### src/common/smcu_regs.svh
// constants for the serial monitor command unit
`ifndef SMCU_REGS_SVH
`define SMCU_REGS_SVH
`define SMCU_OP_READ        8'h4a
`define SMCU_OP_WRITE       8'h49
`define SMCU_OP_IDX_RD      8'h1a
`define SMCU_OP_IDX_WR      8'h19
`define SMCU_OP_RUN         8'h28
`define SMCU_OP_STACK_RD    8'h0c
`define SMCU_SEC_BYTES      4'h8
`define SMCU_SEC_BASE       16'hfff6
`define SMCU_SEC_FLAG_ADDR  16'h0060
`define SMCU_SEC_FLAG_BIT   6
`define SMCU_ERASED         8'hff
`define SMCU_INVALID        8'had
`define SMCU_PROT_LO        16'h8000
`define SMCU_CLK_HZ         125000000
`define SMCU_BAUD           9600
`define SMCU_BIT_CYC        (`SMCU_CLK_HZ / `SMCU_BAUD)
`define SMCU_BRK_BITS       4'h9
`define SMCU_BRK_WAIT_BITS  2
`endif

### src/common/smcu_pkg.sv
// types for the serial monitor command unit
package smcu_pkg;
   typedef enum logic [3:0]
   {
      ST_SEC     = 4'h0,
      ST_SECRD   = 4'h1,
      ST_BREAK   = 4'h2,
      ST_IDLE    = 4'h3,
      ST_ADDRH   = 4'h4,
      ST_ADDRL   = 4'h5,
      ST_DATA    = 4'h6,
      ST_MEM     = 4'h7,
      ST_RESULT  = 4'h8,
      ST_ECHOBRK = 4'h9
   } smcu_state_t;
endpackage

### src/verilog/smcu_uart.sv
// nrz byte transmitter and receiver with break detection
`timescale 1ns/1ps
`include "smcu_regs.svh"
module smcu_uart #(
   parameter int BIT_CYC = `SMCU_BIT_CYC
) (
   input  wire logic       clock,
   input  wire logic       rst_n,
   input  wire logic       rxPin,
   output logic            txPin,
   output logic            rxValid,
   output logic [7:0]      rxData,
   output logic            rxBreak,
   input  wire logic       txStart,
   input  wire logic       txBreak,
   input  wire logic [7:0] txData,
   output logic            txBusy
);
   localparam int CW = $clog2(BIT_CYC + 1);
   logic [CW-1:0] rxCnt_reg, rxCnt_next, txCnt_reg, txCnt_next;
   logic [3:0]    rxBit_reg, rxBit_next, txBit_reg, txBit_next;
   logic [8:0]    rxSh_reg, rxSh_next;
   logic          rxAct_reg, rxAct_next;
   logic [9:0]    txSh_reg, txSh_next;
   logic          txAct_reg, txAct_next;
   logic          rxValid_next, rxBreak_next;
   logic [7:0]    rxData_next;

   ////////////////////////////////////////////////////////////////////////////
   // receiver: sample mid bit, 8 data bits plus stop
   always_comb
   begin
      rxCnt_next   = rxCnt_reg;
      rxBit_next   = rxBit_reg;
      rxSh_next    = rxSh_reg;
      rxAct_next   = rxAct_reg;
      rxValid_next = 1'b0;
      rxBreak_next = 1'b0;
      rxData_next  = rxData;
      if (!rxAct_reg)
      begin
         if (!rxPin)
         begin
            rxAct_next = 1'b1;
            rxCnt_next = CW'(BIT_CYC / 2);
            rxBit_next = 4'h0;
         end
      end
      else if (rxCnt_reg != '0)
         rxCnt_next = rxCnt_reg - 1'b1;
      else
      begin
         rxCnt_next = CW'(BIT_CYC - 1);
         if (rxBit_reg != 4'h0)
            rxSh_next = {rxPin, rxSh_reg[8:1]};
         rxBit_next = rxBit_reg + 4'h1;
         if (rxBit_reg == 4'h9)
         begin
            rxAct_next = 1'b0;
            if (rxSh_next == 9'h000)
               rxBreak_next = 1'b1; // RL15
            else
            begin
               rxValid_next = 1'b1;
               rxData_next  = rxSh_next[7:0];
            end
         end
      end
      if (rxAct_reg && rxBit_reg == 4'h9 && rxCnt_reg == '0 && rxSh_next == 9'h000 && !rxPin)
         rxAct_next = 1'b1;
      if (rxAct_next && rxBit_next == 4'ha)
      begin
         rxAct_next = rxPin ? 1'b0 : 1'b1;
         rxBit_next = 4'ha;
      end
   end

   always_ff @(posedge clock or negedge rst_n)
   begin
      if (!rst_n)
      begin
         rxCnt_reg <= '0;
         rxBit_reg <= 4'h0;
         rxSh_reg  <= 9'h1ff;
         rxAct_reg <= 1'b0;
         rxValid   <= 1'b0;
         rxBreak   <= 1'b0;
         rxData    <= 8'h00;
      end
      else
      begin
         rxCnt_reg <= rxCnt_next;
         rxBit_reg <= rxBit_next;
         rxSh_reg  <= rxSh_next;
         rxAct_reg <= rxAct_next;
         rxValid   <= rxValid_next;
         rxBreak   <= rxBreak_next;
         rxData    <= rxData_next;
      end
   end

   ////////////////////////////////////////////////////////////////////////////
   // transmitter: start, 8 data lsb first, stop; break is ten lows then stop
   always_comb
   begin
      txCnt_next = txCnt_reg;
      txBit_next = txBit_reg;
      txSh_next  = txSh_reg;
      txAct_next = txAct_reg;
      if (!txAct_reg)
      begin
         if (txStart || txBreak)
         begin
            txAct_next = 1'b1;
            txCnt_next = CW'(BIT_CYC - 1);
            txBit_next = 4'h0;
            txSh_next  = txBreak ? 10'h000 : {1'b1, txData, 1'b0}; // RL16
         end
      end
      else if (txCnt_reg != '0)
         txCnt_next = txCnt_reg - 1'b1;
      else
      begin
         txCnt_next = CW'(BIT_CYC - 1);
         txSh_next  = {1'b1, txSh_reg[9:1]};
         txBit_next = txBit_reg + 4'h1;
         if (txBit_reg == 4'ha)
            txAct_next = 1'b0;
      end
   end

   always_ff @(posedge clock or negedge rst_n)
   begin
      if (!rst_n)
      begin
         txCnt_reg <= '0;
         txBit_reg <= 4'h0;
         txSh_reg  <= 10'h3ff;
         txAct_reg <= 1'b0;
      end
      else
      begin
         txCnt_reg <= txCnt_next;
         txBit_reg <= txBit_next;
         txSh_reg  <= txSh_next;
         txAct_reg <= txAct_next;
      end
   end

   assign txPin  = txAct_reg ? txSh_reg[0] : 1'b1;
   assign txBusy = txAct_reg;
endmodule

### src/verilog/smcu_monitor.sv
// serial monitor command interpreter with security check
//
// Operation
// [RL1] read opcode, address high then low; device returns the byte stored there
// [RL2] write opcode, address high, low, data; byte stored, nothing returned
// [RL3] indexed read returns next two bytes and advances the pointer past them; the code leaves the pointer on the second byte read
// [RL4] indexed write stores data at last address plus one, nothing returned
// [RL5] indexed commands keep incrementing the 16-bit pointer, wrapping the full space
// [RL6] run opcode echoes only, then leaves the monitor to resume user code
// [RL7] after power-on reset eight received bytes are compared in order with stored bytes
// [RL8] passed security survives every reset except power-on; no new byte request
// [RL9] on failure stay in monitor; protected reads invalid; protected execute resets
// [RL10] break sent only after all eight security bytes, matched or not
// [RL11] on success bit six of ram byte 0x60 is set for the host to read
// [RL12] host retries a failed check only through power-on reset
// [RL13] bulk erase leaves all eight security bytes at 0xff
// [RL14] every received byte is echoed; results follow the last echo; the code echoes no byte received in ST_BREAK
// [RL15] break is start plus nine lows; echoed after two bit times
// [RL16] nrz mark/space framing, same rate both ways, nominally 9600 baud
// [RL17] read stack pointer command returns the stack pointer high then low
`timescale 1ns/1ps
`include "smcu_regs.svh"
module smcu_monitor #(
   parameter int          BIT_CYC     = `SMCU_BIT_CYC,
   parameter logic [7:0]  OP_STACK_RD = `SMCU_OP_STACK_RD
) (
   input  wire logic        clock,
   input  wire logic        rst_n,
   input  wire logic        porEvent,
   input  wire logic        monitor_rx_pin,
   output logic             monitor_tx_pin,
   output logic             memReq,
   output logic             memWe,
   output logic [15:0]      memAddr,
   output logic [7:0]       memWdata,
   input  wire logic [7:0]  memRdata,
   input  wire logic        memAck,
   input  wire logic [15:0] stackPtr,
   input  wire logic        bulkErase,
   input  wire logic        execFetch,
   input  wire logic [15:0] execAddr,
   output logic             runUser,
   output logic             illegalAddrReset,
   output logic             securityPassed
);
   logic        rxValid, rxBreak, txBusy, txStart, txBreak;
   logic [7:0]  rxData, txData;
   smcu_pkg::smcu_state_t st_reg, st_next;
   logic [7:0]  cmd_reg, cmd_next, data_reg, data_next;
   logic [15:0] ptr_reg, ptr_next;
   logic [3:0]  cnt_reg, cnt_next;
   logic        ok_reg, ok_next, pass_reg, pass_next;
   logic        secAct_reg, secAct_next;
   logic [7:0]  secMem_reg [0:7];
   logic [7:0]  res_reg [0:1];
   logic [7:0]  res_next [0:1];
   logic [1:0]  nres_reg, nres_next;
   logic [15:0] wait_reg, wait_next;
   logic        memReq_next, memWe_next, run_next, ill_next;
   logic [7:0]  rdVal;

   smcu_uart #(.BIT_CYC(BIT_CYC)) uartInst (
      .clock   (clock),
      .rst_n   (rst_n),
      .rxPin   (monitor_rx_pin),
      .txPin   (monitor_tx_pin),
      .rxValid (rxValid),
      .rxData  (rxData),
      .rxBreak (rxBreak),
      .txStart (txStart),
      .txBreak (txBreak),
      .txData  (txData),
      .txBusy  (txBusy)
   );

   ////////////////////////////////////////////////////////////////////////////
   // stored security bytes, erased by bulk erase
   genvar gi;
   generate
      for (gi = 0; gi < 8; gi++)
      begin : gSec
         always_ff @(posedge clock or negedge rst_n)
         begin
            if (!rst_n)
               secMem_reg[gi] <= `SMCU_ERASED;
            else if (bulkErase)
               secMem_reg[gi] <= `SMCU_ERASED; // RL13
            else if (memReq && memWe && memAck && memAddr == `SMCU_SEC_BASE + 16'(gi) && pass_reg)
               secMem_reg[gi] <= memWdata;
         end
      end
   endgenerate

   // protected reads give an invalid value unless security passed
   assign rdVal = (memAddr == `SMCU_SEC_FLAG_ADDR) ? (memRdata | (8'(pass_reg) << `SMCU_SEC_FLAG_BIT)) // RL11
                : (!pass_reg && memAddr >= `SMCU_PROT_LO) ? `SMCU_INVALID : memRdata; // RL9

   ////////////////////////////////////////////////////////////////////////////
   // command sequencer
   always_comb
   begin
      st_next     = st_reg;
      cmd_next    = cmd_reg;
      data_next   = data_reg;
      ptr_next    = ptr_reg;
      cnt_next    = cnt_reg;
      ok_next     = ok_reg;
      pass_next   = pass_reg;
      secAct_next = secAct_reg;
      res_next    = res_reg;
      nres_next   = nres_reg;
      wait_next   = wait_reg;
      memReq_next = memReq;
      memWe_next  = memWe;
      run_next    = 1'b0;
      ill_next    = 1'b0;
      txStart     = 1'b0;
      txBreak     = 1'b0;
      txData      = rxData;
      if (execFetch && !pass_reg && execAddr >= `SMCU_PROT_LO)
         ill_next = 1'b1; // RL9
      if (rxValid && st_reg != smcu_pkg::ST_SEC && st_reg != smcu_pkg::ST_BREAK)
         txStart = 1'b1; // RL14
      case (st_reg)
         smcu_pkg::ST_SEC:
            if (rxValid)
            begin
               txStart = 1'b1; // RL14
               if (rxData != secMem_reg[cnt_reg[2:0]])
                  ok_next = 1'b0; // RL7
               cnt_next = cnt_reg + 4'h1;
               if (cnt_reg == `SMCU_SEC_BYTES - 4'h1)
                  st_next = smcu_pkg::ST_SECRD;
            end
         smcu_pkg::ST_SECRD:
         begin
            pass_next   = ok_reg; // RL11
            secAct_next = 1'b0;
            st_next     = smcu_pkg::ST_BREAK;
         end
         smcu_pkg::ST_BREAK:
            if (!txBusy)
            begin
               txBreak = 1'b1; // RL10
               st_next = smcu_pkg::ST_IDLE;
            end
         smcu_pkg::ST_IDLE:
            if (rxBreak)
            begin
               wait_next = 16'(BIT_CYC * `SMCU_BRK_WAIT_BITS); // RL15
               st_next   = smcu_pkg::ST_ECHOBRK;
            end
            else if (rxValid)
            begin
               cmd_next = rxData;
               case (rxData)
                  `SMCU_OP_READ, `SMCU_OP_WRITE: st_next = smcu_pkg::ST_ADDRH;
                  `SMCU_OP_IDX_WR:               st_next = smcu_pkg::ST_DATA;
                  `SMCU_OP_IDX_RD:
                  begin
                     cnt_next    = 4'h0;
                     nres_next   = 2'h2;
                     ptr_next    = ptr_reg + 16'h0001; // RL3
                     memWe_next  = 1'b0;
                     memReq_next = 1'b1;
                     st_next     = smcu_pkg::ST_MEM;
                  end
                  `SMCU_OP_RUN: run_next = 1'b1; // RL6
                  default:
                     if (rxData == OP_STACK_RD)
                     begin
                        res_next[0] = stackPtr[15:8]; // RL17
                        res_next[1] = stackPtr[7:0];
                        nres_next   = 2'h2;
                        cnt_next    = 4'h0;
                        st_next     = smcu_pkg::ST_RESULT;
                     end
               endcase
            end
         smcu_pkg::ST_ADDRH:
            if (rxValid)
            begin
               ptr_next[15:8] = rxData;
               st_next        = smcu_pkg::ST_ADDRL;
            end
         smcu_pkg::ST_ADDRL:
            if (rxValid)
            begin
               ptr_next[7:0] = rxData;
               if (cmd_reg == `SMCU_OP_READ)
               begin
                  cnt_next    = 4'h0;
                  nres_next   = 2'h1;
                  memWe_next  = 1'b0;
                  memReq_next = 1'b1; // RL1
                  st_next     = smcu_pkg::ST_MEM;
               end
               else
                  st_next = smcu_pkg::ST_DATA;
            end
         smcu_pkg::ST_DATA:
            if (rxValid)
            begin
               data_next = rxData;
               if (cmd_reg == `SMCU_OP_IDX_WR)
                  ptr_next = ptr_reg + 16'h0001; // RL4
               memWe_next  = 1'b1; // RL2
               memReq_next = 1'b1;
               nres_next   = 2'h0;
               st_next     = smcu_pkg::ST_MEM;
            end
         smcu_pkg::ST_MEM:
            if (memAck)
            begin
               memReq_next = 1'b0;
               if (memWe)
                  st_next = smcu_pkg::ST_IDLE;
               else
               begin
                  res_next[cnt_reg[0]] = rdVal;
                  if (cnt_reg == 4'(nres_reg) - 4'h1)
                  begin
                     cnt_next = 4'h0;
                     st_next  = smcu_pkg::ST_RESULT;
                  end
                  else
                  begin
                     cnt_next    = cnt_reg + 4'h1;
                     ptr_next    = ptr_reg + 16'h0001; // RL5
                     memReq_next = 1'b1;
                  end
               end
            end
         smcu_pkg::ST_RESULT:
            if (!txBusy && !rxValid)
            begin
               txStart = 1'b1; // RL14
               txData  = res_reg[cnt_reg[0]];
               cnt_next = cnt_reg + 4'h1;
               if (cnt_reg == 4'(nres_reg) - 4'h1)
                  st_next = smcu_pkg::ST_IDLE;
            end
         smcu_pkg::ST_ECHOBRK:
            if (wait_reg != 16'h0000)
               wait_next = wait_reg - 16'h0001;
            else if (!txBusy)
            begin
               txBreak = 1'b1; // RL15
               st_next = smcu_pkg::ST_IDLE;
            end
         default: st_next = smcu_pkg::ST_IDLE;
      endcase
      if (secAct_reg && st_reg == smcu_pkg::ST_IDLE && st_next == smcu_pkg::ST_IDLE)
         st_next = smcu_pkg::ST_SEC; // RL7
      if (porEvent)
      begin
         pass_next   = 1'b0; // RL12
         secAct_next = 1'b1;
         ok_next     = 1'b1;
         cnt_next    = 4'h0;
         memReq_next = 1'b0;
         st_next     = smcu_pkg::ST_SEC;
      end
   end

   // pass flag and security request survive rst_n; only porEvent rearms them
   always_ff @(posedge clock)
   begin
      pass_reg   <= pass_next; // RL8
      secAct_reg <= secAct_next;
   end

   always_ff @(posedge clock or negedge rst_n)
   begin
      if (!rst_n)
      begin
         st_reg   <= smcu_pkg::ST_IDLE;
         cmd_reg  <= 8'h00;
         data_reg <= 8'h00;
         ptr_reg  <= 16'h0000;
         cnt_reg  <= 4'h0;
         ok_reg   <= 1'b1;
         res_reg  <= '{8'h00, 8'h00};
         nres_reg <= 2'h0;
         wait_reg <= 16'h0000;
         memReq   <= 1'b0;
         memWe    <= 1'b0;
         runUser  <= 1'b0;
         illegalAddrReset <= 1'b0;
      end
      else
      begin
         st_reg   <= st_next; // RL8
         cmd_reg  <= cmd_next;
         data_reg <= data_next;
         ptr_reg  <= ptr_next;
         cnt_reg  <= cnt_next;
         ok_reg   <= ok_next;
         res_reg  <= res_next;
         nres_reg <= nres_next;
         wait_reg <= wait_next;
         memReq   <= memReq_next;
         memWe    <= memWe_next;
         runUser  <= run_next;
         illegalAddrReset <= ill_next;
      end
   end

   assign memAddr        = ptr_reg;
   assign memWdata       = data_reg;
   assign securityPassed = pass_reg;
endmodule

### config.mk
export PLATFORM = sky130hd
export DESIGN_NAME = smcu_monitor
export DESIGN_NICKNAME = d
export VERILOG_FILES = /design/src/common/smcu_pkg.sv /design/src/verilog/smcu_uart.sv /design/src/verilog/smcu_monitor.sv
export VERILOG_INCLUDE_DIRS = /design/src /design/src/common
export SDC_FILE = /design/constraint.sdc
export NUM_CORES = 1
export LEC_CHECK = 0
export BUFFER_PORTS_ARGS = -buffer_cell sky130_fd_sc_hd__buf_2
export CORE_AREA = 8 8 166 231
export DETAILED_ROUTE_END_ITERATION = 12
export DIE_AREA = 0 0 174 239
export HOLD_SLACK_MARGIN = 0.1
export PLACE_DENSITY_LB_ADDON = 0.05
export REMOVE_ABC_BUFFERS = 1
export SYNTH_ARGS = -nofsm -noshare
export SYNTH_HDL_FRONTEND = slang
export SYNTH_SLANG_ARGS = --single-unit
### constraint.sdc
create_clock -name clock -period 3.1 [get_ports clock]
set_clock_uncertainty 0.15 [all_clocks]
set_input_delay 0.31 -clock clock [delete_from_list [all_inputs] [get_ports clock]]
set_output_delay 0.31 -clock clock [all_outputs]
set_load 0.005 [all_outputs]
; Yosys cells after proc, flatten, opt, wreduce, memory -nomap -nowiden
; Index checks and enable logic that the tools add are counted.
[word_totals]
in_bits = 47
output_inout_bits = 30
wordCells = 366
ff_bits = 212
[classes]
n_eq_ne = 65
n_lt_le_gt_ge = 5
muxes = 165
add_sub_neg = 8
n_reduce_logical = 81
n_bitwise = 6
[ops]
columns = op, count
row1 = 16-bit 2-to-1 mux, 16
row2 = 8-bit 2-to-1 mux, 27
row3 = 4-bit 2-to-1 mux, 35
row4 = "16-bit == test, second input constant", 8
row5 = 14-bit 2-to-1 mux, 6
row6 = 16-bit case mux with 2 select lines, 2
row7 = 8-bit case mux with 4 select lines, 2
row8 = 1-bit 2-to-1 mux, 49
row9 = 9-bit 2-to-1 mux, 5
row10 = 10-bit 2-to-1 mux, 4
row11 = 4-bit case mux with 10 select lines, 1
row12 = "16-bit greater-or-equal comparator, second input constant", 2
row13 = 1-bit logical AND, 32
row14 = 14-bit nonzero test, 2
row15 = 2-bit nonzero test, 14
row16 = "14-bit by 1-bit subtractor with 14-bit output, second input constant", 2
row17 = 8-bit binary-select mux with 3-bit select, 1
row18 = "8-bit by 5-bit == test with 1-bit output, second input constant", 3
row19 = "8-bit by 7-bit == test with 1-bit output, second input constant", 3
row20 = "2-bit inequality test, second input constant", 11
row21 = "4-bit by 3-bit == test with 1-bit output, second input constant", 5
row22 = "4-bit == test, second input constant", 5
row23 = 4-bit case mux with 5 select lines, 1
row24 = 10-bit AND reduction, 2
row25 = 52 further kinds, 92

; Depth between registers and ports, before layout
; Gate-level depths: netlist of the first run.
[depth]
depth_word = 12
ltp_mapped = 10
ltp_nobuf = 8

; Modules after synthesis
; A second synthesis of the first run with hierarchy kept.
[hier_totals]
hier_cells = 1208
hier_area_um2 = 12040.3
[modules_own_cells]
columns = module, seq_area_each_um2, instances, cells_each, area_per_inst_um2
row1 = smcu_monitor, 3702.3, 1, 850, 8481.9
row2 = smcu_uart, 1700.4, 1, 358, 3558.4

; Worst setup path before layout of the first run
; Ideal clock, no wire load.
[synth_timing]
kind = reg2reg
from = register uartInst.txCnt_reg[0]
to = register uartInst.txBit_reg[2]
arrival_ns = 2.101
path_stages_with_launch = 10
required_time_ns = 2.820
slack_ns = 0.718
cell_sequence = dfrtp_1 > inv_1 > ha_1 > nor3b_2 > nand4_1 > o41ai_1 > clkbuf_1 > nand3_1 > xor2_1 > nor2_1
[synth_between]
elab_chain_len = 3
[synth_lines]
columns = item, line_no
row1 = start: declaration, smcu_uart.sv:20  ; logic [CW-1:0] rxCnt_reg, rxCnt_next, txCnt_reg, txCnt_next;
row2 = start signal: assignment, smcu_uart.sv:143  ; txCnt_reg <= txCnt_next;
row3 = 14-bit nonzero test, smcu_uart.sv:120  ; else if (txCnt_reg != '0)
row4 = 2-bit inequality test (no line), --
row5 = 2-bit AND reduction (no line), --
row6 = end signal: assignment, smcu_uart.sv:144  ; txBit_reg <= txBit_next;
row7 = end: declaration, smcu_uart.sv:21  ; logic [3:0] rxBit_reg, rxBit_next, txBit_reg, txBit_next;
; Every way passes these cells.
; A chain may end at the register's enable or synchronous reset.

; Worst setup path in the final report of the first run
[layout_timing]
from = register st_reg[1]
to = register res_reg[9] (netlist bit)
[layout_between]
elab_chain_len = 3
word_cells_on_any_way = 11
cone_classes = 8 x eq/ne / 1 x mux / 2 x reduce/logical
[layout_lines]
columns = item, line_no
row1 = start: declaration, smcu_monitor.sv:48  ; smcu_pkg::smcu_state_t st_reg, st_next;
row2 = start signal: assignment, smcu_monitor.sv:277  ; st_reg <= smcu_pkg::ST_IDLE;
row3 = start signal: assignment, smcu_monitor.sv:293  ; st_reg <= st_next;
row4 = 4-bit by 2-bit == test with 1-bit output or 4-bit by 3-bit == test with 1-bit output (tied branches), smcu_monitor.sv:124  ; case (st_reg)
row5 = "2-bit inequality test (no line), or another cell as far along", --
row6 = 7-bit AND reduction (no line), --
row7 = end signal: assignment, smcu_monitor.sv:283  ; res_reg <= '{8'h00, 8'h00};
row8 = end signal: assignment, smcu_monitor.sv:299  ; res_reg <= res_next;
row9 = end: declaration, smcu_monitor.sv:55  ; logic [7:0] res_reg [0:1];
; Several ways; a longest one is shown, not always the timed one.

==> results of run 1 <==
-- metal layers --
metal | track usage [%] | vias to the layer above
met5 | 0 | -
met1 | 19.9 | 4841
met3 | 1.90 | 53
li1 | - | 4705
met4 | 5.61 | 0
met2 | 32.2 | 125
-- worst paths after layout --
kind	slack, ns	from	endpoint	depth (start not counted)
max in group asynchronous	1.64	rst_n	secMem_reg[24]$_DFFE_PN1P_	3
min in group asynchronous	0.21	rst_n	res_reg[5]$_DFFE_PN0P_	2
max reg2reg	0.25	st_reg[1]$_DFF_PN1_	res_reg[9]$_DFFE_PN0P_	8
min reg2reg	0.32	uartInst.txSh_reg[3]$_DFFE_PN1P_	uartInst.txSh_reg[3]$_DFFE_PN1P_	2
max	0.25	st_reg[1]$_DFF_PN1_	res_reg[9]$_DFFE_PN0P_	8
min	0.18	bulkErase	secMem_reg[17]$_DFFE_PN1P_	2
-- cells by family after synthesis --
logic type                 count (synthesis)  synth area share [%]
xor gates and xnor gates                  35                  2.55
AOI/OAI and AO/OA                        300                  16.4
and+or+nand+nor                          510                  22.5
adders and majority gates                 15                  1.56
DFF                                      212                  44.9
buffers and inverters                    118                  5.13
muxes                                     68                  6.93
-- through the flow --
stage	std cells	instance area [um2]	setup slack, ns	hold slack [ns]
6_report	1835	14200	0.250	0.184
5_1_grt	1835	14200	0.0298	0.188
4_1_cts	1835	14200	0.192	0.153
3_5_place_dp	1750	12900	0.400	0.221
3_3_place_gp	1750	12900	0.407	0.215
2_1_floorplan	1174	11500	0.0412	-0.136
-- cells in the mapped netlist (all sizes together) (19+ instances only) --
cell    instances  area (um2)
nand2         176         663
dfrtp         124        3100
nor2          113         424
dfstp          86        2260
o21ai          81         405
a21oi          77         400
clkbuf         51         275
nand3          38         200
nand3b         37         278
mux2i          36         360
inv            34         128
a211o          33         290
buf            33         214
xnor2          26         228
mux2           22         248
nor3           21         115
nor2b          19         119
nor4           19         206
-- power by group through the flow --
stage	Clock, uW	Sequential, uW	Combinational (uW)
after CTS	3370	3170	846
after floorplan	0	3200	481
final	3270	3170	829
after detailed placement	0	3210	810
after global placement	0	3210	794
after global routing	3470	3200	937
-- cell type report --
type,instances,area [um2]
clock buffer,40,795
clock inverter,8,121
fill,3507,20500
inverter,34,128
multi-input combinational,928,6020
sequential,212,5400
tap,456,571
timing repair buffer,157,1140
-- worst register-to-register path, delay by kind of cell, from the launching register on --
family                 cells  cell delay (ns)
flip-flops                 1             0.88
buffers and inverters      2             0.86
AND/OR/NAND/NOR            4             0.69
AO/OA/AOI/OAI              2             0.20
-- repair_timing --
item | CTS | global route
hold buffers | 37 | 0
setup buffers | 0 | 0
endpoints found under the hold margin | 107 | 0
==> key figures, run 1 <==
Yosys
  – Number of flops mapped to enable cells by yosys: 0
  – Top FF cell, synth: sky130_fd_sc_hd__dfrtp_1
  – Post-synthesis async set-or-reset flop share: 99.1%
  – Distinct cell type count of the synthesized netlist: 93
  – Mean post-synth cell area: 9.56 um2
  – Fraction of the yosys area taken by sequential cells: 44.9%
  – Cell count after synthesis: 1258
  – Warnings from Yosys: 0
  – Post-synthesis instance area: 12000 um2
  – Synth Register Bits: 212

Timing
  – Final setup fails: 0
  – Final period util: 91.9%
  – Post-route setup TNS: 0 ns
  – Actual transition at the worst max-transition pin: 0.691 ns
  – Max-slew headroom: 53.9%
  – RSZ-0062 raised after global routing: false
  – Final period demand of the worst path: 2.85 ns
  – Max Transition Viols Final: 0
  – Achievable frequency: 351 MHz
  – Number of hold violations in the final report: 0

Power and ir drop
  – Leakage power summed over all cells: 0.00596 uW
  – Overall power after layout: 7270 uW
  – Sw Ratio: 26.3%
  – PwrDens: 512 nW/um2
  – Clock power share: 45.0%
  – Combinational power share: 11.4%
  – Cell internal pwr: 5360 uW
  – Portion of total power attributed to sequential cells: 43.6%
  – Worst IR drop on VDD: 0.329 mV
  – Net switching power: 1910 uW

Setup path
  – Worst-path cell chain: nand4b_1 > buf_4 > nor2_1 > nand2_1 > nor2_1 > a21oi_1 > dlygate4sd3_1 > o21ai_0
  – Peak fanout along the critical path: 30
  – Largest stage delay on the critical path: 0.88 ns
  – Worst Setup Start Kind: flop
  – Buffering stage count on the worst path with inverters included: 2
  – Worst setup EP type: flop
  – Data arrival time of the worst path: 3.16 ns
  – Required @ worst endpoint: 3.41 ns
  – CP Class: flop to flop
  – Cell with the biggest individual delay on the critical path: sky130_fd_sc_hd__dfstp_2
  – Top delay family on crit path: flip-flops
  – Most numerous cell on the critical path: sky130_fd_sc_hd__nor2_1

Place
  – Port Buffers: 61
  – Post-DP HPWL: 24600 um
  – Last weighted congestion value of the routability-driven placer: 0.812

Detailed routing
  – Vias per cell: 5.30
  – Total via count in the routed design: 9724
  – Met3 WL: 952 um
  – Metal1 wirelength: 14800 um
  – Routed wire length on met2: 19300 um
  – Remaining number of nets flagged by the antenna check after routing: 0
  – Router iterations before antenna repair: 5
  – DRC violations left: 0
  – Detailed router's first-iteration violation count: 477
  – Uppermost layer routed: met4
  – Total wirelength of the detailed-routed design: 36000 um
  – Average detailed-routed wire length per instance: 19.6 um

Clocking
  – # clock sinks: 212
  – CTS clock-pin slew for the worst setup and hold paths: 0.06 ns
  – Clock tree root buffer cell: sky130_fd_sc_hd__clkbuf_16
  – CTS-repair resized insts: 0
  – Clock tree buffer depth: 3
  – Source-to-sink clock delay at the later pin of the worst-skew pair: 0.54 ns
  – H-tree level count: 1
  – Inserted Clock Buffers: 26
  – Clock tree from TritonCTS: done

Die
  – Die height: 239 um
  – Standard-cell rows: 81
  – Count of boundary I/O pins: 77
  – Initial standard-cell utilization of the core: 34.7%
  – Die footprint: 41600 um2
  – Floorplan die width: 174 um
  – Core Box Area: 34700 um2

Finish
  – Fraction of layout cells with a size suffix above 1: 23.5%
  – Highest-count cells in the layout ignoring fill and taps: sky130_fd_sc_hd__nand2_1, sky130_fd_sc_hd__dfrtp_1, sky130_fd_sc_hd__nor2_1
  – Number of flip-flops in the largest register: 64
  – Final core utilization: 40.9%
  – Final Net Count: 1421
  – Inserted Diodes: 0
  – Most common cell after layout, fill and taps aside: sky130_fd_sc_hd__nand2_1
  – Signed area change from the synthesized netlist to the final layout: 17.9%

GRT
  – Final global-route overflow total: 0
  – Via count of the first global-routing pass: 10100
  – First-pass GRT wire length: 57300 um
  – Largest net degree at the start of global routing: 84
  – Total global-route track usage: 17.1%
  – Antenna violations before repair: 0

Worst hold path
  – Class of the worst hold path: primary input to flop

Status
  – Run status: completed

Job
  – Maxcap violations: 0
(Power assumes the default switching activity.)
==> run 2, diff against run 1 <==
- CTS_BUF_LIST: not set -> sky130_fd_sc_hd__clkbuf_4 sky130_fd_sc_hd__clkbuf_8
- SLEW_MARGIN: not set -> 40
==> run 2 against run 1 <==
  * Via count is 0.84% higher
  * Routed wire length is 0.36% higher
  * Final cell count is 1.5% higher
  * Sequential power hardly changed
  * Combinational power hardly changed
  * Non-clock buffer count stayed put
  * First-iteration DRC count is 9.2% lower
  * Critical path type unchanged
==> key figures, run 2 (synthesized netlist as in run 1, its figures left out) <==
Status
  – Run status: completed (unchanged)

Setup path
  – Peak fanout along the critical path: 30 (unchanged)
  – Worst setup EP type: flop (unchanged)
  – Terminus of the critical flop-to-flop path: res_reg[9]$_DFFE_PN0P_ (unchanged)
  – Cell count of the worst reg-to-reg path: 8 (unchanged)
  – CP Class: flop to flop (unchanged)
  – Data arrival time of the worst path: 3.20 ns (was 3.16 ns)
  – Register-to-Register Setup Slack: 0.22 ns (was 0.25 ns)
  – Required @ worst endpoint: 3.42 ns (was 3.41 ns)
  – Worst Setup Start Kind: flop (unchanged)
  – Start of the worst register-to-register path: st_reg[1]$_DFF_PN1_ (unchanged)

Detailed routing
  – Average detailed-routed wire length per instance: 19.4 um (was 19.6 um)
  – Total wirelength of the detailed-routed design: 36200 um (was 36000 um)
  – Remaining number of nets flagged by the antenna check after routing: 0 (unchanged)
  – Vias per cell: 5.27 (was 5.30)
  – Total via count in the routed design: 9806 (was 9724)
  – Detailed router's first-iteration violation count: 433 (was 477)
  – DRC violations left: 0 (unchanged)
  – Router iterations before antenna repair: 4 (was 5)

Worst hold path
  – Hold path cells: 2 (unchanged)
  – Hold Path End: secMem_reg[39]$_DFFE_PN1P_ (was secMem_reg[17]$_DFFE_PN1P_)
  – Class of the worst hold path: primary input to flop (unchanged)
  – Hold path start: bulkErase (unchanged)

Finish
  – Filler instances: 3524 (was 3507)
  – Final Net Count: 1436 (was 1421)
  – Highest-count cells in the layout ignoring fill and taps: sky130_fd_sc_hd__nand2_1, sky130_fd_sc_hd__dfrtp_1, sky130_fd_sc_hd__nor2_1 (unchanged)
  – Inserted Diodes: 0 (unchanged)
  – Fraction of layout cells with a size suffix above 1: 25.4% (was 23.5%)
  – Signed area change from the synthesized netlist to the final layout: 17.7% (was 17.9%)
  – Most common cell after layout, fill and taps aside: sky130_fd_sc_hd__nand2_1 (unchanged)
  – Number of flip-flops in the largest register: 64 (unchanged)

GRT
  – Final global-route overflow total: 0 (unchanged)
  – Via count of the first global-routing pass: 10200 (was 10100)
  – First-pass GRT wire length: 58000 um (was 57300 um)
  – Antenna violations before repair: 0 (unchanged)
  – Largest net degree at the start of global routing: 84 (unchanged)
  – Total global-route track usage: 17.4% (was 17.1%)

Clocking
  – Inserted Clock Buffers: 41 (was 26)
  – Number of buffers inserted to repair setup after CTS: 0 (unchanged)
  – CTS clock-pin slew for the worst setup and hold paths: 0.06 ns (about the same)
  – H-tree level count: 2 (was 1)
  – Clock tree buffer depth: 3 (unchanged)
  – Source-to-sink clock delay at the later pin of the worst-skew pair: 0.57 ns (was 0.54 ns)
  – CTS-repair resized insts: 0 (unchanged)
  – Clock tree from TritonCTS: done (unchanged)
  – # clock sinks: 212 (unchanged)
  – Clock tree root buffer cell: sky130_fd_sc_hd__clkbuf_8 (was sky130_fd_sc_hd__clkbuf_16)
  – Number of buffers inserted by hold repair at cts: 37 (unchanged)

Timing
  – Final period demand of the worst path: 2.88 ns (was 2.85 ns)
  – RSZ-0062 raised after global routing: false (unchanged)
  – Max-slew headroom: 53.3% (was 53.9%)
  – Final setup fails: 0 (unchanged)
  – Achievable frequency: 348 MHz (was 351 MHz)
  – Actual transition at the worst max-transition pin: 0.701 ns (was 0.691 ns)
  – Smallest hold slack: 0.158 ns (was 0.184 ns)
  – Max Transition Viols Final: 0 (unchanged)
  – Final period util: 92.8% (was 91.9%)
  – Number of hold violations in the final report: 0 (unchanged)
  – Post-route setup TNS: 0 ns (unchanged)

Power and ir drop
  – PwrDens: 497 nW/um2 (was 512 nW/um2)
  – Worst IR drop on VDD: 0.334 mV (was 0.329 mV)
  – Leakage power summed over all cells: 0.00598 uW (was 0.00596 uW)
  – Combinational power share: 11.8% (was 11.4%)
  – Sw Ratio: 27.3% (was 26.3%)
  – Net switching power: 1920 uW (was 1910 uW)
  – Clock power share: 43.2% (was 45.0%)
  – Portion of total power attributed to sequential cells: 45.0% (was 43.6%)
  – Cell internal pwr: 5120 uW (was 5360 uW)
  – Overall power after layout: 7040 uW (was 7270 uW)

Place
  – Port Buffers: 61 (unchanged)
  – Last weighted congestion value of the routability-driven placer: 0.812 (unchanged)
  – Post-DP HPWL: 24600 um (unchanged)

Die
  – Standard-cell rows: 81 (unchanged)
  – Floorplan die width: 174 um (unchanged)
  – Die height: 239 um (unchanged)
  – Die footprint: 41600 um2 (unchanged)
  – Count of boundary I/O pins: 77 (unchanged)
  – Initial standard-cell utilization of the core: 34.7% (unchanged)
  – Core Box Area: 34700 um2 (unchanged)

Job
  – Maxcap violations: 0 (unchanged)
-- run 2: changes by cell type in the layout (fill, tap and decap cells not counted) --
cell,delta
sky130_fd_sc_hd__clkinvlp_4,+2
sky130_fd_sc_hd__inv_8,-1
sky130_fd_sc_hd__clkbuf_4,+22
sky130_fd_sc_hd__clkbuf_1,-6
sky130_fd_sc_hd__clkbuf_8,+42
sky130_fd_sc_hd__clkinv_2,-3
sky130_fd_sc_hd__bufinv_16,-2
sky130_fd_sc_hd__clkbuf_16,-27
-- run 2: how the worst max path moves through the flow --
stage,startpoint,to,slack [ns],depth (start not counted)
after floorplan,cnt_reg[0]$_DFFE_PN0P_,memAddr[2]$_DFFE_PN0P_,0.04,6
after global placement,cnt_reg[0]$_DFFE_PN0P_,ok_reg$_DFFE_PN1P_,0.41,6
after detailed placement,cnt_reg[0]$_DFFE_PN0P_,ok_reg$_DFFE_PN1P_,0.40,6
after CTS,st_reg[1]$_DFF_PN1_,res_reg[9]$_DFFE_PN0P_,0.20,8
after global routing,st_reg[1]$_DFF_PN1_,res_reg[12]$_DFFE_PN0P_,0.008,8
final,st_reg[1]$_DFF_PN1_,res_reg[9]$_DFFE_PN0P_,0.22,8
-- run 2: power by group through the flow --
| stage | clock (uW) | sequential, uW | combinational [uW] |
|---|---|---|---|
| detailed placement | 0 | 3210 | 810 |
| global route | 3260 | 3200 | 938 |
| global placement | 0 | 3210 | 794 |
| CTS | 3170 | 3170 | 847 |
| finish | 3040 | 3170 | 829 |
| floorplan | 0 | 3200 | 481 |
-- run 2: final cells by class --
class                      instances  area [um2]  area share [%]
timing repair buffer             157        1140            8.06
multi-input combinational        928        6020            42.6
clock buffer                      71         840            5.93
inverter                          34         128           0.901
clock inverter                     4        50.0           0.354
tap                              456         571            4.03
sequential                       212        5400            38.2
-- run 2: critical path, stage by stage, from the launching register on --
cell	delay [ns]
sky130_fd_sc_hd__dfstp_2	0.87
sky130_fd_sc_hd__nand4b_1	0.29
sky130_fd_sc_hd__buf_4	0.29
sky130_fd_sc_hd__nor2_1	0.23
sky130_fd_sc_hd__nand2_1	0.08
sky130_fd_sc_hd__nor2_1	0.08
sky130_fd_sc_hd__a21oi_1	0.05
sky130_fd_sc_hd__dlygate4sd3_1	0.57
sky130_fd_sc_hd__o21ai_0	0.15
-- run 2: metrics by stage --
step / util, % / worst slack (ns) / cell area (um2) / cells
after global placement: 37.2 / 0.407 / 12900 / 1750
after floorplan: - / 0.0412 / 11500 / 1174
after detailed placement: 37.2 / 0.400 / 12900 / 1750
after global routing: 40.8 / 0.00825 / 14200 / 1862
after CTS: 40.8 / 0.198 / 14200 / 1862
final: 40.8 / 0.222 / 14200 / 1862
-- run 2: per-layer routing --
metal	track usage [%]	up-vias	wire (um)
met4	6.49	0	1070
li1	-	4750	-
met3	2.62	64	1080
met2	32.5	132	19300
met5	0	-	0
met1	19.7	4860	14700
==> run 3, diff against run 2 <==
- BUFFER_PORTS_ARGS: -buffer_cell sky130_fd_sc_hd__buf_2 -> -buffer_cell sky130_fd_sc_hd__buf_4
==> run 3 against run 2 <==
  * Critical path depth is 1 higher
  * Largest power group unchanged
  * Clock power about the same
  * Register-to-register slack hardly changed
  * Sequential share of layout area down 0.43 points
  * Largest cell class unchanged
==> key figures, run 3 (synthesized netlist as in run 1, its figures left out) <==
Die
  – Standard-cell rows: 81 (unchanged)
  – Core Box Area: 34700 um2 (unchanged)
  – Count of boundary I/O pins: 77 (unchanged)
  – Floorplan die width: 174 um (unchanged)
  – Initial standard-cell utilization of the core: 34.7% (unchanged)
  – Die height: 239 um (unchanged)
  – Die footprint: 41600 um2 (unchanged)

GRT
  – Final global-route overflow total: 0 (unchanged)
  – Total global-route track usage: 17.0% (was 17.4%)
  – Via count of the first global-routing pass: 10200 (about the same)
  – Largest net degree at the start of global routing: 65 (was 84)
  – Antenna violations before repair: 1 (was 0)
  – First-pass GRT wire length: 56700 um (was 58000 um)

Timing
  – Post-route setup TNS: 0 ns (unchanged)
  – Achievable frequency: 347 MHz (was 348 MHz)
  – Final setup fails: 0 (unchanged)
  – RSZ-0062 raised after global routing: false (unchanged)
  – Max-slew headroom: 51.9% (was 53.3%)
  – Max Transition Viols Final: 0 (unchanged)
  – Actual transition at the worst max-transition pin: 0.721 ns (was 0.701 ns)
  – Number of hold violations in the final report: 0 (unchanged)
  – Final period demand of the worst path: 2.88 ns (about the same)
  – Final period util: 92.9% (was 92.8%)

Power and ir drop
  – Overall power after layout: 7080 uW (was 7040 uW)
  – Portion of total power attributed to sequential cells: 44.6% (was 45.0%)
  – Net switching power: 1930 uW (was 1920 uW)
  – Worst IR drop on VDD: 0.364 mV (was 0.334 mV)
  – Clock power share: 43.3% (was 43.2%)
  – Sw Ratio: 27.2% (was 27.3%)
  – Cell internal pwr: 5160 uW (was 5120 uW)
  – Combinational power share: 12.0% (was 11.8%)
  – Leakage power summed over all cells: 0.00603 uW (was 0.00598 uW)
  – PwrDens: 495 nW/um2 (was 497 nW/um2)

Worst hold path
  – Class of the worst hold path: primary input to asynchronous set/reset pin (was primary input to flop)

Finish
  – Most common cell after layout, fill and taps aside: sky130_fd_sc_hd__nand2_1 (unchanged)
  – Final Net Count: 1433 (was 1436)
  – Post-route standard cell area excluding fillers: 14300 um2 (was 14200 um2)
  – Final core utilization: 41.3% (was 40.8%)
  – Highest-count cells in the layout ignoring fill and taps: sky130_fd_sc_hd__nand2_1, sky130_fd_sc_hd__dfrtp_1, sky130_fd_sc_hd__buf_4 (was sky130_fd_sc_hd__nand2_1, sky130_fd_sc_hd__dfrtp_1, sky130_fd_sc_hd__nor2_1)
  – Fraction of layout cells with a size suffix above 1: 25.2% (was 25.4%)
  – Signed area change from the synthesized netlist to the final layout: 19.0% (was 17.7%)
  – Number of flip-flops in the largest register: 64 (unchanged)
  – Filler instances: 3488 (was 3524)

Setup path
  – Peak fanout along the critical path: 18 (was 30)
  – Register-to-Register Setup Slack: 0.22 ns (about the same)
  – Worst setup EP type: flop (unchanged)
  – Required @ worst endpoint: 3.45 ns (was 3.42 ns)
  – CP Class: flop to flop (unchanged)
  – Worst Setup Start Kind: flop (unchanged)
  – Cell count of the worst reg-to-reg path: 9 (was 8)
  – Crit path from: st_reg[1]$_DFF_PN1_ (unchanged)
  – Start of the worst register-to-register path: st_reg[1]$_DFF_PN1_ (unchanged)
  – Terminus of the critical flop-to-flop path: res_reg[9]$_DFFE_PN0P_ (unchanged)
  – Data arrival time of the worst path: 3.23 ns (was 3.20 ns)

Place
  – Last weighted congestion value of the routability-driven placer: 0.802 (was 0.812)
  – Post-DP HPWL: 24000 um (was 24600 um)
  – Placed instance area: 13000 um2 (was 12900 um2)
  – Port Buffers: 61 (unchanged)

Detailed routing
  – Vias per cell: 5.25 (was 5.27)
  – Uppermost layer routed: met4 (unchanged)
  – Routed wire length on met2: 18700 um (was 19300 um)
  – Remaining number of nets flagged by the antenna check after routing: 0 (unchanged)
  – Met3 WL: 1050 um (was 1080 um)
  – Total wirelength of the detailed-routed design: 35600 um (was 36200 um)
  – DRC violations left: 0 (unchanged)
  – Total via count in the routed design: 9767 (was 9806)
  – Detailed router's first-iteration violation count: 456 (was 433)
  – Average detailed-routed wire length per instance: 19.1 um (was 19.4 um)
  – Metal1 wirelength: 14700 um (about the same)
  – Router iterations before antenna repair: 5 (was 4)

Clocking
  – Clock tree from TritonCTS: done (unchanged)
  – CTS clock-pin slew for the worst setup and hold paths: 0.06 ns (about the same)
  – H-tree level count: 2 (unchanged)
  – Number of buffers inserted to repair setup after CTS: 0 (unchanged)
  – Clock tree buffer depth: 3 (unchanged)
  – Source-to-sink clock delay at the later pin of the worst-skew pair: 0.59 ns (was 0.57 ns)
  – Clock tree root buffer cell: sky130_fd_sc_hd__clkbuf_8 (unchanged)
  – Inserted Clock Buffers: 41 (unchanged)
  – # clock sinks: 212 (unchanged)

Status
  – Run status: completed (unchanged)

Job
  – Maxcap violations: 0 (unchanged)
==> run 3: cell types whose count changed in the layout (fill, tap and decap cells not counted) <==
cell                         before  now
sky130_fd_sc_hd__a31o_4           0    1
sky130_fd_sc_hd__a31o_2           2    1
sky130_fd_sc_hd__inv_6            0    1
sky130_fd_sc_hd__clkbuf_8        49   51
sky130_fd_sc_hd__clkbuf_4        22   19
sky130_fd_sc_hd__diode_2          0    1
sky130_fd_sc_hd__buf_4           58  114
sky130_fd_sc_hd__inv_8            0    1
sky130_fd_sc_hd__buf_12           1    2
sky130_fd_sc_hd__buf_2           60    0
sky130_fd_sc_hd__clkinvlp_4       2    0
==> run 3: timing repair <==
action	CTS	global route
hold buffers	37	0
resized for setup	0	1
hold endpoints to repair	175	0
endpoints found under the setup margin	0	2
==> run 3: worst max-delay path, cell delays in order (launching register included) <==
cell	delay, ns
sky130_fd_sc_hd__dfstp_2	0.75
sky130_fd_sc_hd__buf_4	0.26
sky130_fd_sc_hd__nand4b_1	0.19
sky130_fd_sc_hd__buf_4	0.29
sky130_fd_sc_hd__nor2_1	0.25
sky130_fd_sc_hd__nand2_1	0.08
sky130_fd_sc_hd__nor2_1	0.08
sky130_fd_sc_hd__a21oi_1	0.05
sky130_fd_sc_hd__dlygate4sd3_1	0.57
sky130_fd_sc_hd__o21ai_0	0.16
==> run 3: worst max path at each step <==
stage | to | slack (ns)
finish | res_reg[9]$_DFFE_PN0P_ | 0.22
floorplan | memAddr[2]$_DFFE_PN0P_ | 0.04
CTS | res_reg[7]$_DFFE_PN0P_ | 0.17
detailed placement | secMem_reg[11]$_DFFE_PN1P_ | 0.38
global route | res_reg[15]$_DFFE_PN0P_ | 0.04
global placement | secMem_reg[12]$_DFFE_PN1P_ | 0.39
==> run 3: cell type report <==
cell class / count / area, um2 / share of cell area [%]
sequential: 212 / 5400 / 37.7
tap: 456 / 571 / 3.98
antenna: 1 / 2.50 / 0.0175
clock buffer: 70 / 845 / 5.90
multi-input combinational: 928 / 6030 / 42.1
clock inverter: 4 / 55.1 / 0.384
inverter: 34 / 128 / 0.891
timing repair buffer: 154 / 1280 / 8.95
==> run 3: stage by stage <==
step                worst slack [ns]  instances  hold slack, ns
finish                         0.219       1859           0.128
floorplan                     0.0412       1174          -0.136
CTS                            0.170       1858           0.109
global route                  0.0364       1859           0.139
global placement               0.389       1747           0.147
detailed placement             0.376       1747           0.149
==> run 3: per-layer routing <==
metal	track usage, %	vias up
met5	0	-
met4	6.78	0
met3	2.66	66
met2	31.4	134
met1	19.3	4828
li1	-	4739
==> run 3: power by group through the flow <==
stage | Clock [uW] | Sequential (uW) | Combinational (uW)
final | 3070 | 3160 | 850
after global placement | 0 | 3210 | 819
after floorplan | 0 | 3200 | 481
after detailed placement | 0 | 3200 | 834
after CTS | 3180 | 3160 | 868
after global routing | 3300 | 3190 | 960
